`src/rtl/rco_pkg.sv`:
```
/*
 * Shared constants and types for the reference clock output divider.
 * Assumes a single 40 MHz bus clock; the base clocks arrive as enable ticks on it.
 */
package rco_pkg;

	// ----------------------------------------------------------------
	// Register map
	// ----------------------------------------------------------------
	localparam logic [31:0] RCO_CTRL_OFFSET = 32'h0000_0000;
	localparam logic [31:0] RCO_STAT_OFFSET = 32'h0000_0004;
	localparam int          RCO_REG_W       = 16;
	localparam logic [15:0] RCO_CTRL_RESET  = 16'h0000;
	// Only the enable, sleep-run, source and divisor bits are writable
	localparam logic [15:0] RCO_CTRL_WMASK  = 16'hBF00;

	// ----------------------------------------------------------------
	// Control field positions
	// ----------------------------------------------------------------
	localparam int RCO_OE_BIT  = 15;
	localparam int RCO_SLP_BIT = 13;
	localparam int RCO_SEL_BIT = 12;
	localparam int RCO_DIV_LSB = 8;
	localparam int RCO_DIV_W   = 4;
	localparam int RCO_TAPS    = 16;
	localparam int RCO_CNT_W   = 15;

	// ----------------------------------------------------------------
	// Status field positions
	// ----------------------------------------------------------------
	localparam int RCO_ST_PIN_BIT   = 0;
	localparam int RCO_ST_RUN_BIT   = 1;
	localparam int RCO_ST_PDN_BIT   = 2;
	localparam int RCO_ST_FSM_LSB   = 3;
	localparam int RCO_ST_ALLOW_BIT = 5;
	localparam int RCO_STAT_W       = 6;

	// ----------------------------------------------------------------
	// Bus encodings
	// ----------------------------------------------------------------
	localparam logic [1:0] RCO_HTRANS_NONSEQ = 2'h2;
	localparam logic [2:0] RCO_HSIZE_WORD    = 3'h2;
	localparam logic       RCO_HRESP_OKAY    = 1'h0;

	// ----------------------------------------------------------------
	// Types
	// ----------------------------------------------------------------
	typedef enum logic [1:0] {
		RCO_OSC_INTERNAL                = 2'h0,
		RCO_EXTERNAL_CLOCK_PRIMARY_MODE = 2'h1,
		RCO_HIGH_SPEED_CRYSTAL_MODE     = 2'h2,
		RCO_STANDARD_CRYSTAL_MODE       = 2'h3
	} rco_osc_mode_t;

	typedef enum logic [1:0] {
		RCO_OFF       = 2'h0,
		RCO_RUN       = 2'h1,
		RCO_SLEEP_RUN = 2'h3,
		RCO_HALT      = 2'h2
	} rco_state_t;

endpackage : rco_pkg

```
`src/rtl/rco_refclk_out.sv`:
```
/*
 * Reference clock output: AHB-Lite control register, run state and pin driver.
 * Assumes base clock edges arrive as ticks on hclk and a single AHB-Lite master.
 */
`timescale 1ns/1ps

module rco_refclk_out (
	input  logic                   hclk,
	input  logic                   hresetn,
	input  logic                   hsel,
	input  logic [31:0]            haddr,
	input  logic [1:0]             htrans,
	input  logic                   hwrite,
	input  logic [2:0]             hsize,
	input  logic [31:0]            hwdata,
	input  logic                   hready,
	output logic                   hreadyout,
	output logic                   hresp,
	output logic [31:0]            hrdata,
	input  logic                   sleep_mode,
	input  rco_pkg::rco_osc_mode_t primary_osc_mode,
	input  logic                   primary_osc_tick,
	input  logic                   system_clk_tick,
	output logic                   reference_clock_pin,
	output logic                   reference_clock_pin_oe,
	output logic                   primary_osc_power_down
);
	import rco_pkg::*;

	// ----------------------------------------------------------------
	// State
	// ----------------------------------------------------------------
	typedef struct packed {
		logic [RCO_REG_W-1:0] ctrl;
		logic                 dp_write;
		logic                 dp_ctrl;
		logic [31:0]          rdata;
		rco_state_t           fsm;
		logic                 pin;
		logic                 pin_oe;
	} rco_main_t;

	rco_main_t              st_reg;
	rco_main_t              st_next;
	logic                   addr_phase;
	logic                   ctrl_wr;
	logic                   ctrl_en;
	logic                   ctrl_slp;
	logic                   ctrl_sel;
	logic [RCO_DIV_W-1:0]   divisor;
	logic [RCO_DIV_W-1:0]   wr_div;
	logic                   base_tick;
	logic                   sleep_allowed;
	logic                   running;
	logic                   div_out;
	logic [RCO_STAT_W-1:0]  status;

	// ----------------------------------------------------------------
	// Control fields
	// ----------------------------------------------------------------
	assign ctrl_en  = st_reg.ctrl[RCO_OE_BIT];
	assign ctrl_slp = st_reg.ctrl[RCO_SLP_BIT];
	assign ctrl_sel = st_reg.ctrl[RCO_SEL_BIT];
	assign divisor  = st_reg.ctrl[RCO_DIV_LSB +: RCO_DIV_W];
	assign wr_div   = hwdata[RCO_DIV_LSB +: RCO_DIV_W];
	assign running  = (st_reg.fsm == RCO_RUN) || (st_reg.fsm == RCO_SLEEP_RUN);

	// ----------------------------------------------------------------
	// Bus slave
	// ----------------------------------------------------------------
	// Zero wait states, so the bus never stalls on this block
	assign hreadyout  = 1'b1;
	assign hresp      = RCO_HRESP_OKAY;
	assign hrdata     = st_reg.rdata;
	assign addr_phase = hsel && (htrans == RCO_HTRANS_NONSEQ) && hready;
	assign ctrl_wr    = st_reg.dp_write && st_reg.dp_ctrl;

	always_comb begin
		status                   = '0;
		status[RCO_ST_PIN_BIT]   = st_reg.pin;
		status[RCO_ST_RUN_BIT]   = running;
		status[RCO_ST_PDN_BIT]   = primary_osc_power_down;
		status[RCO_ST_FSM_LSB +: 2] = st_reg.fsm;
		status[RCO_ST_ALLOW_BIT] = sleep_allowed;
	end

	// ----------------------------------------------------------------
	// Next state
	// ----------------------------------------------------------------
	always_comb begin
		st_next = st_reg;
		// Narrow writes are ignored rather than merged into the register
		st_next.dp_write = addr_phase && hwrite && (hsize == RCO_HSIZE_WORD);
		st_next.dp_ctrl  = (haddr == RCO_CTRL_OFFSET);
		// divisor is written with the rest
		if (ctrl_wr) begin
			st_next.ctrl = hwdata[RCO_REG_W-1:0] & RCO_CTRL_WMASK;
		end
		// Read data is taken from the next value so a write just before is seen
		st_next.rdata = 32'h0000_0000;
		if (addr_phase && !hwrite) begin
			case (haddr)
				RCO_CTRL_OFFSET: begin
					st_next.rdata[RCO_REG_W-1:0] = st_next.ctrl;
				end
				RCO_STAT_OFFSET: begin
					st_next.rdata[RCO_STAT_W-1:0] = status;
				end
				default: begin
					st_next.rdata = 32'h0000_0000;
				end
			endcase
		end
		case (st_reg.fsm)
			RCO_OFF: begin
				if (ctrl_en) begin
					if (!sleep_mode) begin
						st_next.fsm = RCO_RUN;
					end else if (sleep_allowed) begin
						st_next.fsm = RCO_SLEEP_RUN;
					end else begin
						st_next.fsm = RCO_HALT;
					end
				end
			end
			RCO_RUN: begin
				if (!ctrl_en) begin
					st_next.fsm = RCO_OFF;
				end else if (sleep_mode) begin
					st_next.fsm = sleep_allowed ? RCO_SLEEP_RUN : RCO_HALT;
				end
			end
			RCO_SLEEP_RUN: begin
				if (!ctrl_en) begin
					st_next.fsm = RCO_OFF;
				end else if (!sleep_mode) begin
					st_next.fsm = RCO_RUN;
				end else if (!sleep_allowed) begin
					st_next.fsm = RCO_HALT;
				end
			end
			RCO_HALT: begin
				if (!ctrl_en) begin
					st_next.fsm = RCO_OFF;
				end else if (!sleep_mode) begin
					st_next.fsm = RCO_RUN;
				end else if (sleep_allowed) begin
					st_next.fsm = RCO_SLEEP_RUN;
				end
			end
			default: begin
				st_next.fsm = RCO_OFF;
			end
		endcase
		st_next.pin_oe = ctrl_en;
		st_next.pin    = ctrl_en && running && div_out;
	end

	always_ff @(posedge hclk or negedge hresetn) begin
		if (!hresetn) begin
			st_reg      <= '0;
			st_reg.ctrl <= RCO_CTRL_RESET;
			st_reg.fsm  <= RCO_OFF;
		end else begin
			st_reg <= st_next;
		end
	end

	assign reference_clock_pin    = st_reg.pin;
	assign reference_clock_pin_oe = st_reg.pin_oe;

	// ----------------------------------------------------------------
	// Base clock and divider
	// ----------------------------------------------------------------
	rco_source_gate rco_source_gate_i (
		.hclk                   (hclk),
		.hresetn                (hresetn),
		.source_select          (ctrl_sel),
		.sleep_run              (ctrl_slp),
		.sleep_mode             (sleep_mode),
		.primary_osc_mode       (primary_osc_mode),
		.primary_osc_tick       (primary_osc_tick),
		.system_clk_tick        (system_clk_tick),
		.base_tick              (base_tick),
		.sleep_allowed          (sleep_allowed),
		.primary_osc_power_down (primary_osc_power_down)
	);

	// restart on every control write avoids runt pulses at a divisor change
	rco_divider rco_divider_i (
		.hclk           (hclk),
		.hresetn        (hresetn),
		.base_tick      (base_tick),
		.run            (running),
		.restart        (ctrl_wr),
		.divisor_select (divisor),
		.div_out        (div_out)
	);
endmodule : rco_refclk_out

```
`src/rtl/rco_source_gate.sv`:
```
/*
 * Base clock selection and primary oscillator sleep control.
 * Assumes both base clocks arrive as one-cycle ticks synchronous to hclk.
 */
`timescale 1ns/1ps
module rco_source_gate (
	input  logic                   hclk,
	input  logic                   hresetn,
	input  logic                   source_select,
	input  logic                   sleep_run,
	input  logic                   sleep_mode,
	input  rco_pkg::rco_osc_mode_t primary_osc_mode,
	input  logic                   primary_osc_tick,
	input  logic                   system_clk_tick,
	output logic                   base_tick,
	output logic                   sleep_allowed,
	output logic                   primary_osc_power_down
);
	import rco_pkg::*;

	typedef struct packed {
		logic pdn;
	} rco_gate_t;

	rco_gate_t st_reg;
	rco_gate_t st_next;

	assign base_tick = source_select ? primary_osc_tick : system_clk_tick;

	assign sleep_allowed = sleep_run && source_select && (primary_osc_mode != RCO_OSC_INTERNAL);

	always_comb begin
		st_next = st_reg;
		st_next.pdn = sleep_mode && !source_select;
	end

	always_ff @(posedge hclk or negedge hresetn) begin
		if (!hresetn) begin
			st_reg <= '0;
		end else begin
			st_reg <= st_next;
		end
	end

	assign primary_osc_power_down = st_reg.pdn;

endmodule : rco_source_gate

```
`src/rtl/rco_divider.sv`:
```
/*
 * Power-of-two divider on the base clock ticks.
 * Assumes the caller restarts it whenever the divisor code changes.
 */
`timescale 1ns/1ps
module rco_divider (
	input  logic       hclk,
	input  logic       hresetn,
	input  logic       base_tick,
	input  logic       run,
	input  logic       restart,
	input  logic [3:0] divisor_select,
	output logic       div_out
);
	import rco_pkg::*;

	typedef struct packed {
		logic [RCO_CNT_W-1:0] cnt;
		logic                 out;
	} rco_div_t;

	rco_div_t             st_reg;
	rco_div_t             st_next;
	logic [RCO_CNT_W-1:0] cnt_inc;
	logic [RCO_TAPS-1:0]  taps;

	assign cnt_inc = st_reg.cnt + 15'h0001;

	// counter bit n-1 gives divide by 2^n
	assign taps[0] = 1'b1;
	for (genvar k = 1; k < RCO_TAPS; k++) begin : g_tap
		assign taps[k] = cnt_inc[k-1];
	end

	always_comb begin
		st_next = st_reg;
		if (restart || !run) begin
			st_next.cnt = '0;
			st_next.out = 1'b0;
		end else if (base_tick) begin
			st_next.cnt = cnt_inc;
			st_next.out = taps[divisor_select];
		end else if (divisor_select == 4'h0) begin
			st_next.out = 1'b0;
		end
	end

	always_ff @(posedge hclk or negedge hresetn) begin
		if (!hresetn) begin
			st_reg <= '0;
		end else begin
			st_reg <= st_next;
		end
	end

	assign div_out = st_reg.out;
endmodule : rco_divider

```
`config.mk`:
```
export PLATFORM = sky130hd
export DESIGN_NAME = rco_refclk_out
export DESIGN_NICKNAME = d
export VERILOG_FILES = /design/src/rtl/rco_pkg.sv /design/src/rtl/rco_refclk_out.sv /design/src/rtl/rco_source_gate.sv /design/src/rtl/rco_divider.sv
export SDC_FILE = /design/constraint.sdc
export NUM_CORES = 1
export LEC_CHECK = 0
export ABC_AREA = 1
export BUFFER_PORTS_ARGS = -buffer_cell sky130_fd_sc_hd__buf_2
export CORE_MARGIN = 2
export CORE_UTILIZATION = 50
export DETAILED_ROUTE_END_ITERATION = 7
export GPL_TIMING_DRIVEN = 0
export HOLD_SLACK_MARGIN = 0.08
export PLACE_DENSITY = 0.82
export SLEW_MARGIN = 10
export SYNTH_ARGS = -nofsm -noshare
export SYNTH_HDL_FRONTEND = slang
export SYNTH_SLANG_ARGS = --single-unit
```
`constraint.sdc`:
```
create_clock -name hclk -period 4.69 [get_ports hclk]
set_clock_uncertainty 0.05 [all_clocks]
set_input_delay 0.469 -clock hclk [delete_from_list [all_inputs] [get_ports hclk]]
set_output_delay 0.469 -clock hclk [all_outputs]
set_load 0.05 [all_outputs]
```
======== Word level (Yosys, flattened, before mapping) ========
Index checks and enable logic that the tools add are counted.
word-level totals
  RAM bits ................................ 0
  ROM bits ................................ 0
  bits in registers ....................... 55
  memories ................................ 0
  bits in latches ......................... 0
  output and inout port bits .............. 37
  input port bits ......................... 79
operators by class
  shifts and indexed selects .............. 0
  add/sub/neg operators ................... 1
  reduce and logical (&&, ||, !) cells .... 23
  equal/unequal tests ..................... 10
  divide/modulo/power cells ............... 0
  multipliers ............................. 0
  bitwise gates (word level) .............. 0
  magnitude comparators ................... 1
  multiplexer cells ....................... 23
operators with widths
  cell                                                        count
  two-way mux 16 bit                                          3
  equality test 32 x 3 -> 1 bit, second input constant        1
  logical NOT 32 bit                                          1
  two-way mux 2 bit                                           10
  adder 15 x 1 -> 15 bit, second input constant               1
  two-way mux 15 bit                                          1
  case mux 6 bit (2 select lines)                             1
  logical AND 1 bit                                           11
  two-way mux 10 bit                                          1
  != test 4 bit, second input constant                        2
  case mux 2 bit (4 select lines)                             1
  equality test 2 bit, second input constant                  3
  less-than comparator 4 x 5 -> 1 bit, second input constant  1
  two-way mux 1 bit                                           5
  binary-select mux 1 bit (select 4 bit)                      1
  logical NOT 4 bit                                           1
  AND reduction 4 bit                                         1
  nonzero test 2 bit                                          2
  equality test 3 x 2 -> 1 bit, second input constant         1
  logical NOT 1 bit                                           3
  != test 3 bit, second input constant                        1
  nonzero test 3 bit                                          1
  equality test 2 x 1 -> 1 bit, second input constant         1
  logical NOT 2 bit                                           1
  2 further kinds                                             3

======== Logic depth before layout (Yosys ltp) ========
  word-level depth ........................ 6
  depth in mapped cells ................... 14

======== By module ========
A second synthesis with hierarchy kept.
second synthesis, totals
  cell total of the unflattened synthesis .. 406
  area, all modules ....................... 3105.5 um^2
by module, submodules not included
  module           area each (um^2)  seq. area each (um^2)  cells each  times used
  rco_refclk_out   1891.8            950.9                  226         1
  rco_divider      1154.9            400.4                  170         1
  rco_source_gate  58.8              25.0                   10          1

======== Worst setup path before layout ========
Ideal clock, no wire load.
  kind .................................... input-to-reg
  from .................................... input haddr[27]
  to ...................................... register st_reg, in the netlist hrdata[10]
  data arrival time ....................... 1.536 ns
  buffers on the path ..................... 0
  slack ................................... 3.031 ns
  library setup time ...................... 0.073 ns
  stages on the path ...................... 6
  path through ............................ or2_1 -> nor4_1 -> nand2_1 -> nor3_4 -> nand2_4 -> nor2_1
RTL lines
  element                 line                   RTL
  start: declaration      rco_refclk_out.sv:11   input logic [31:0] haddr,
  end signal: assignment  rco_refclk_out.sv:165  st_reg <= st_next;
  end: declaration        rco_refclk_out.sv:43   rco_main_t st_reg;

======== Final worst setup path ========
  from .................................... register rco_divider_i.st_reg[1] in the netlist's numbering
  to ...................................... register rco_divider_i.st_reg, in the netlist rco_divider_i.div_out
on the way
  longest elaborated chain between the ends .. 5
ends and longest elaborated chain
  element                                  line               RTL
  start: declaration                       rco_divider.sv:22  rco_div_t st_reg;
  start signal: assignment                 rco_divider.sv:52  st_reg <= st_next;
  adder 15 x 1 -> 15 bit                   rco_divider.sv:27  assign cnt_inc = st_reg.cnt + 15'h0001;
  binary-select mux 1 bit (select 4 bit)   rco_divider.sv:42  st_next.out = taps[divisor_select];
  two-way mux 1 bit (implied by the code)  rco_divider.sv:42
  two-way mux 1 bit                        rco_divider.sv:40  end else if (base_tick) begin
  two-way mux 16 bit                       rco_divider.sv:37  if (restart || !run) begin
Every way passes these cells. The select of a mux whose other input is x is not followed.
A chain may end at the register's enable or synchronous reset.

==> impl_metrics.toml <==
[layout]
largest_register_ffs = 16
num-fill-cells = 505
multiInputGateArea_um2 = 1110
stdcell_area_um2 = 3550
syn_to_final_growth_pct = 22.2
stdcell_count = 539
regArea_um2 = 1380
nNetsFinal = 546
postLayoutCoreUtil_pct = 63.7
final_layout_size_suffix_gt1_share_pct = 26.1
diodes = 0

[global_routing]
grt_max_degree = 56
track_usage_pct = 22.3
antenna_found_initial = 0
grt_overflow_total = 0
first_global_vias = 2721
grt_pass1_wl_um = 11300

[routing]
drt-initial-drc-count = 160
wl_per_cell_um = 12.2
drtPass1Iterations = 4
vias_per_cell = 4.91
totalWireLength_um = 6580
drc = 0
antenna_left = 0
vias = 2649

[critical_path]
crit_path_frequent_cell = "nand2_1"
cp_slowest_cell = "dfrtp_1"
worstRegToRegCells = 11
cp_num_cells = 11
critical_path_class = "register to register"
cp.required_ns = 4.89
critPathCaptureType = "register"
path_max_fanout = 6
crit_arrival_ns = 2.18
path_cells = "ha_1, nand2_1, nor2_1, nand2_1, o21ai_0, nand3_1, nand3_1, nand2_1, nand3_1, nand2_1, nand2_1"
crit_family = "simple AND/OR/NAND/NOR gates"
slowest_delay_ns = 0.44
crit_path_start_kind = "register"
cp_num_buf_inv = 0

[clocking]
cts_resized = 0
cts_setup_buffers = 0
cts.sinks = 55
clockBufferDepth = 2
cts_buffers = 5
cts_tree = "done"
ctsHtreeMaxLevel = 2
hold_buffers = 0
cts-root-buf = "clkbuf_8"
path_clk_slew_ns = 0.10
clkLatencyLatePin_ns = 0.31

[floorplan]
placeableCoreArea_um2 = 5570
io_pins = 116
die_area_um2 = 6440
die_x_um = 80.2
start_util_pct = 52.1
fp.dieH_um = 80.2
rows = 27

[worst_hold_path]
hold_class = "primary input to asynchronous set/reset pin"

[yosys]
synth_edf_count = 0
yosys_register_bits = 55
synth_top_area_share_pct = 47.4
synth-seq-area-share_pct = 47.4
avgSynthCellArea_um2 = 7.83
synth_area_um2 = 2910
netlist_instances = 371
synthTopCellsByCount = "nand2_1, dfrtp_1, inv_1, nand3_1, nor2_1"
synth_ff_type = "dfrtp_1"
ys_async_sr_fraction_pct = 100
synth.most_common_cell = "nand2_1"
synth_top_area_cell = "dfrtp_1"
yosysWarnings = 0
synth_cell_types = 27
yosys-top-cells-area = "dfrtp_1, nand2_1, buf_4"

[placed_design]
hpwl_um = 4990
pre_cts_slack_ns = 2.64
dp.cells = 531
postPlaceCellArea_um2 = 3420
gp_congestion = 0.874
port_buffers = 72

[sta]
setup_viol = 0
max_slew_margin_pct = 54.5
tightest_slew_ns = 0.682
rsz0062_at_grt = "false"
fmax_mhz = 503
setup_slack_ns = 2.70
finalSetupTns_ns = 0
report.final.hold_viol_count = 0
drv_slew = 0
period_needed_ns = 1.99
post-route-period-util_pct = 42.4

[power_and_ir_drop]
peakVddDrop_v = 0.000197
leakagePower_nw = 2.04
power_density_nw_per_um2 = 260

[run]
drv_cap = 0

[status]
status = "completed"
==> worst paths after layout <==
check	startpoint	to	slack [ns]
worst max-delay path	rco_divider_i.st_reg[1]$_DFFE_PN0P_	rco_divider_i.div_out$_DFFE_PN0P_	2.70
worst min-delay path	hresetn	hrdata[4]$_DFF_PN0_	0.14
worst max register to register	rco_divider_i.st_reg[1]$_DFFE_PN0P_	rco_divider_i.div_out$_DFFE_PN0P_	2.70
worst min register to register	st_reg[45]$_DFF_PN0_	st_reg[45]$_DFF_PN0_	0.42
max in group asynchronous	hresetn	st_reg[3]$_DFFE_PN0P_	3.99
min in group hclk	hsize[0]	st_reg[37]$_DFF_PN0_	0.26
==> per-layer routing <==
layer | up-vias | GRT usage [%] | share of wire, %
met4 | 0 | 8.81 | 1.7
met1 | 1223 | 26.3 | 42
met2 | 90 | 39.8 | 51
met5 | - | 0 | 0
met3 | 13 | 4.16 | 5.4
li1 | 1323 | - | -
==> area by class of cell <==
cell class / instances / area share (%)
timing repair buffer: 72 / 10.2
inverter: 53 / 5.60
buffer: 39 / 7.82
multi-input combinational: 240 / 31.3
tap: 72 / 2.54
sequential: 55 / 38.7
clock buffer: 6 / 2.04
clock inverter: 2 / 1.69
==> kinds of logic (layout without fill, tap and decap cells) <==
| logic type | count (synthesis) | count (layout) | share of synthesized area (%) |
|---|---|---|---|
| buffers and inverters | 92 | 172 | 16.4 |
| other | 2 | 18 | 0.258 |
| adders and majority gates | 1 | 1 | 0.430 |
| AOI/OAI and AO/OA | 35 | 35 | 6.33 |
| DFF | 55 | 55 | 47.4 |
| and+or+nand+nor | 186 | 186 | 29.2 |
==> metrics by stage <==
step	hold slack [ns]	total power [mW]
2_1_floorplan	0.123	0.534
3_3_place_gp	0.383	0.566
3_5_place_dp	0.399	0.568
4_1_cts	0.261	0.930
5_1_grt	0.205	0.952
6_report	0.142	0.924
==> report_power, final <==
group	internal (mW)	leakage, nW	switching, mW	total, mW
clock network	0.213	0.0654	0.153	0.366
registers	0.474	0.767	0.000244	0.474
logic	0.0287	1.20	0.0553	0.0840
==> worst register-to-register path, cell delays in order (launching register included) <==
cell     delay [ns]
dfrtp_1        0.44
ha_1           0.22
nand2_1        0.08
nor2_1         0.28
nand2_1        0.12
o21ai_0        0.23
nand3_1        0.15
nand3_1        0.11
nand2_1        0.05
nand3_1        0.08
nand2_1        0.06
nand2_1        0.06
==> layout by cell type (no fill, tap or decap), drive strengths merged, types with 5 or more instances in the layout <==
master,n
nand2,71
clkbuf,9
buf,108
conb,18
nor3,5
inv,52
o21ai,29
nor4,6
nand4,8
dfrtp,55
nand3,49
nor2,42
No activity file was read; power rests on OpenSTA's default activity.
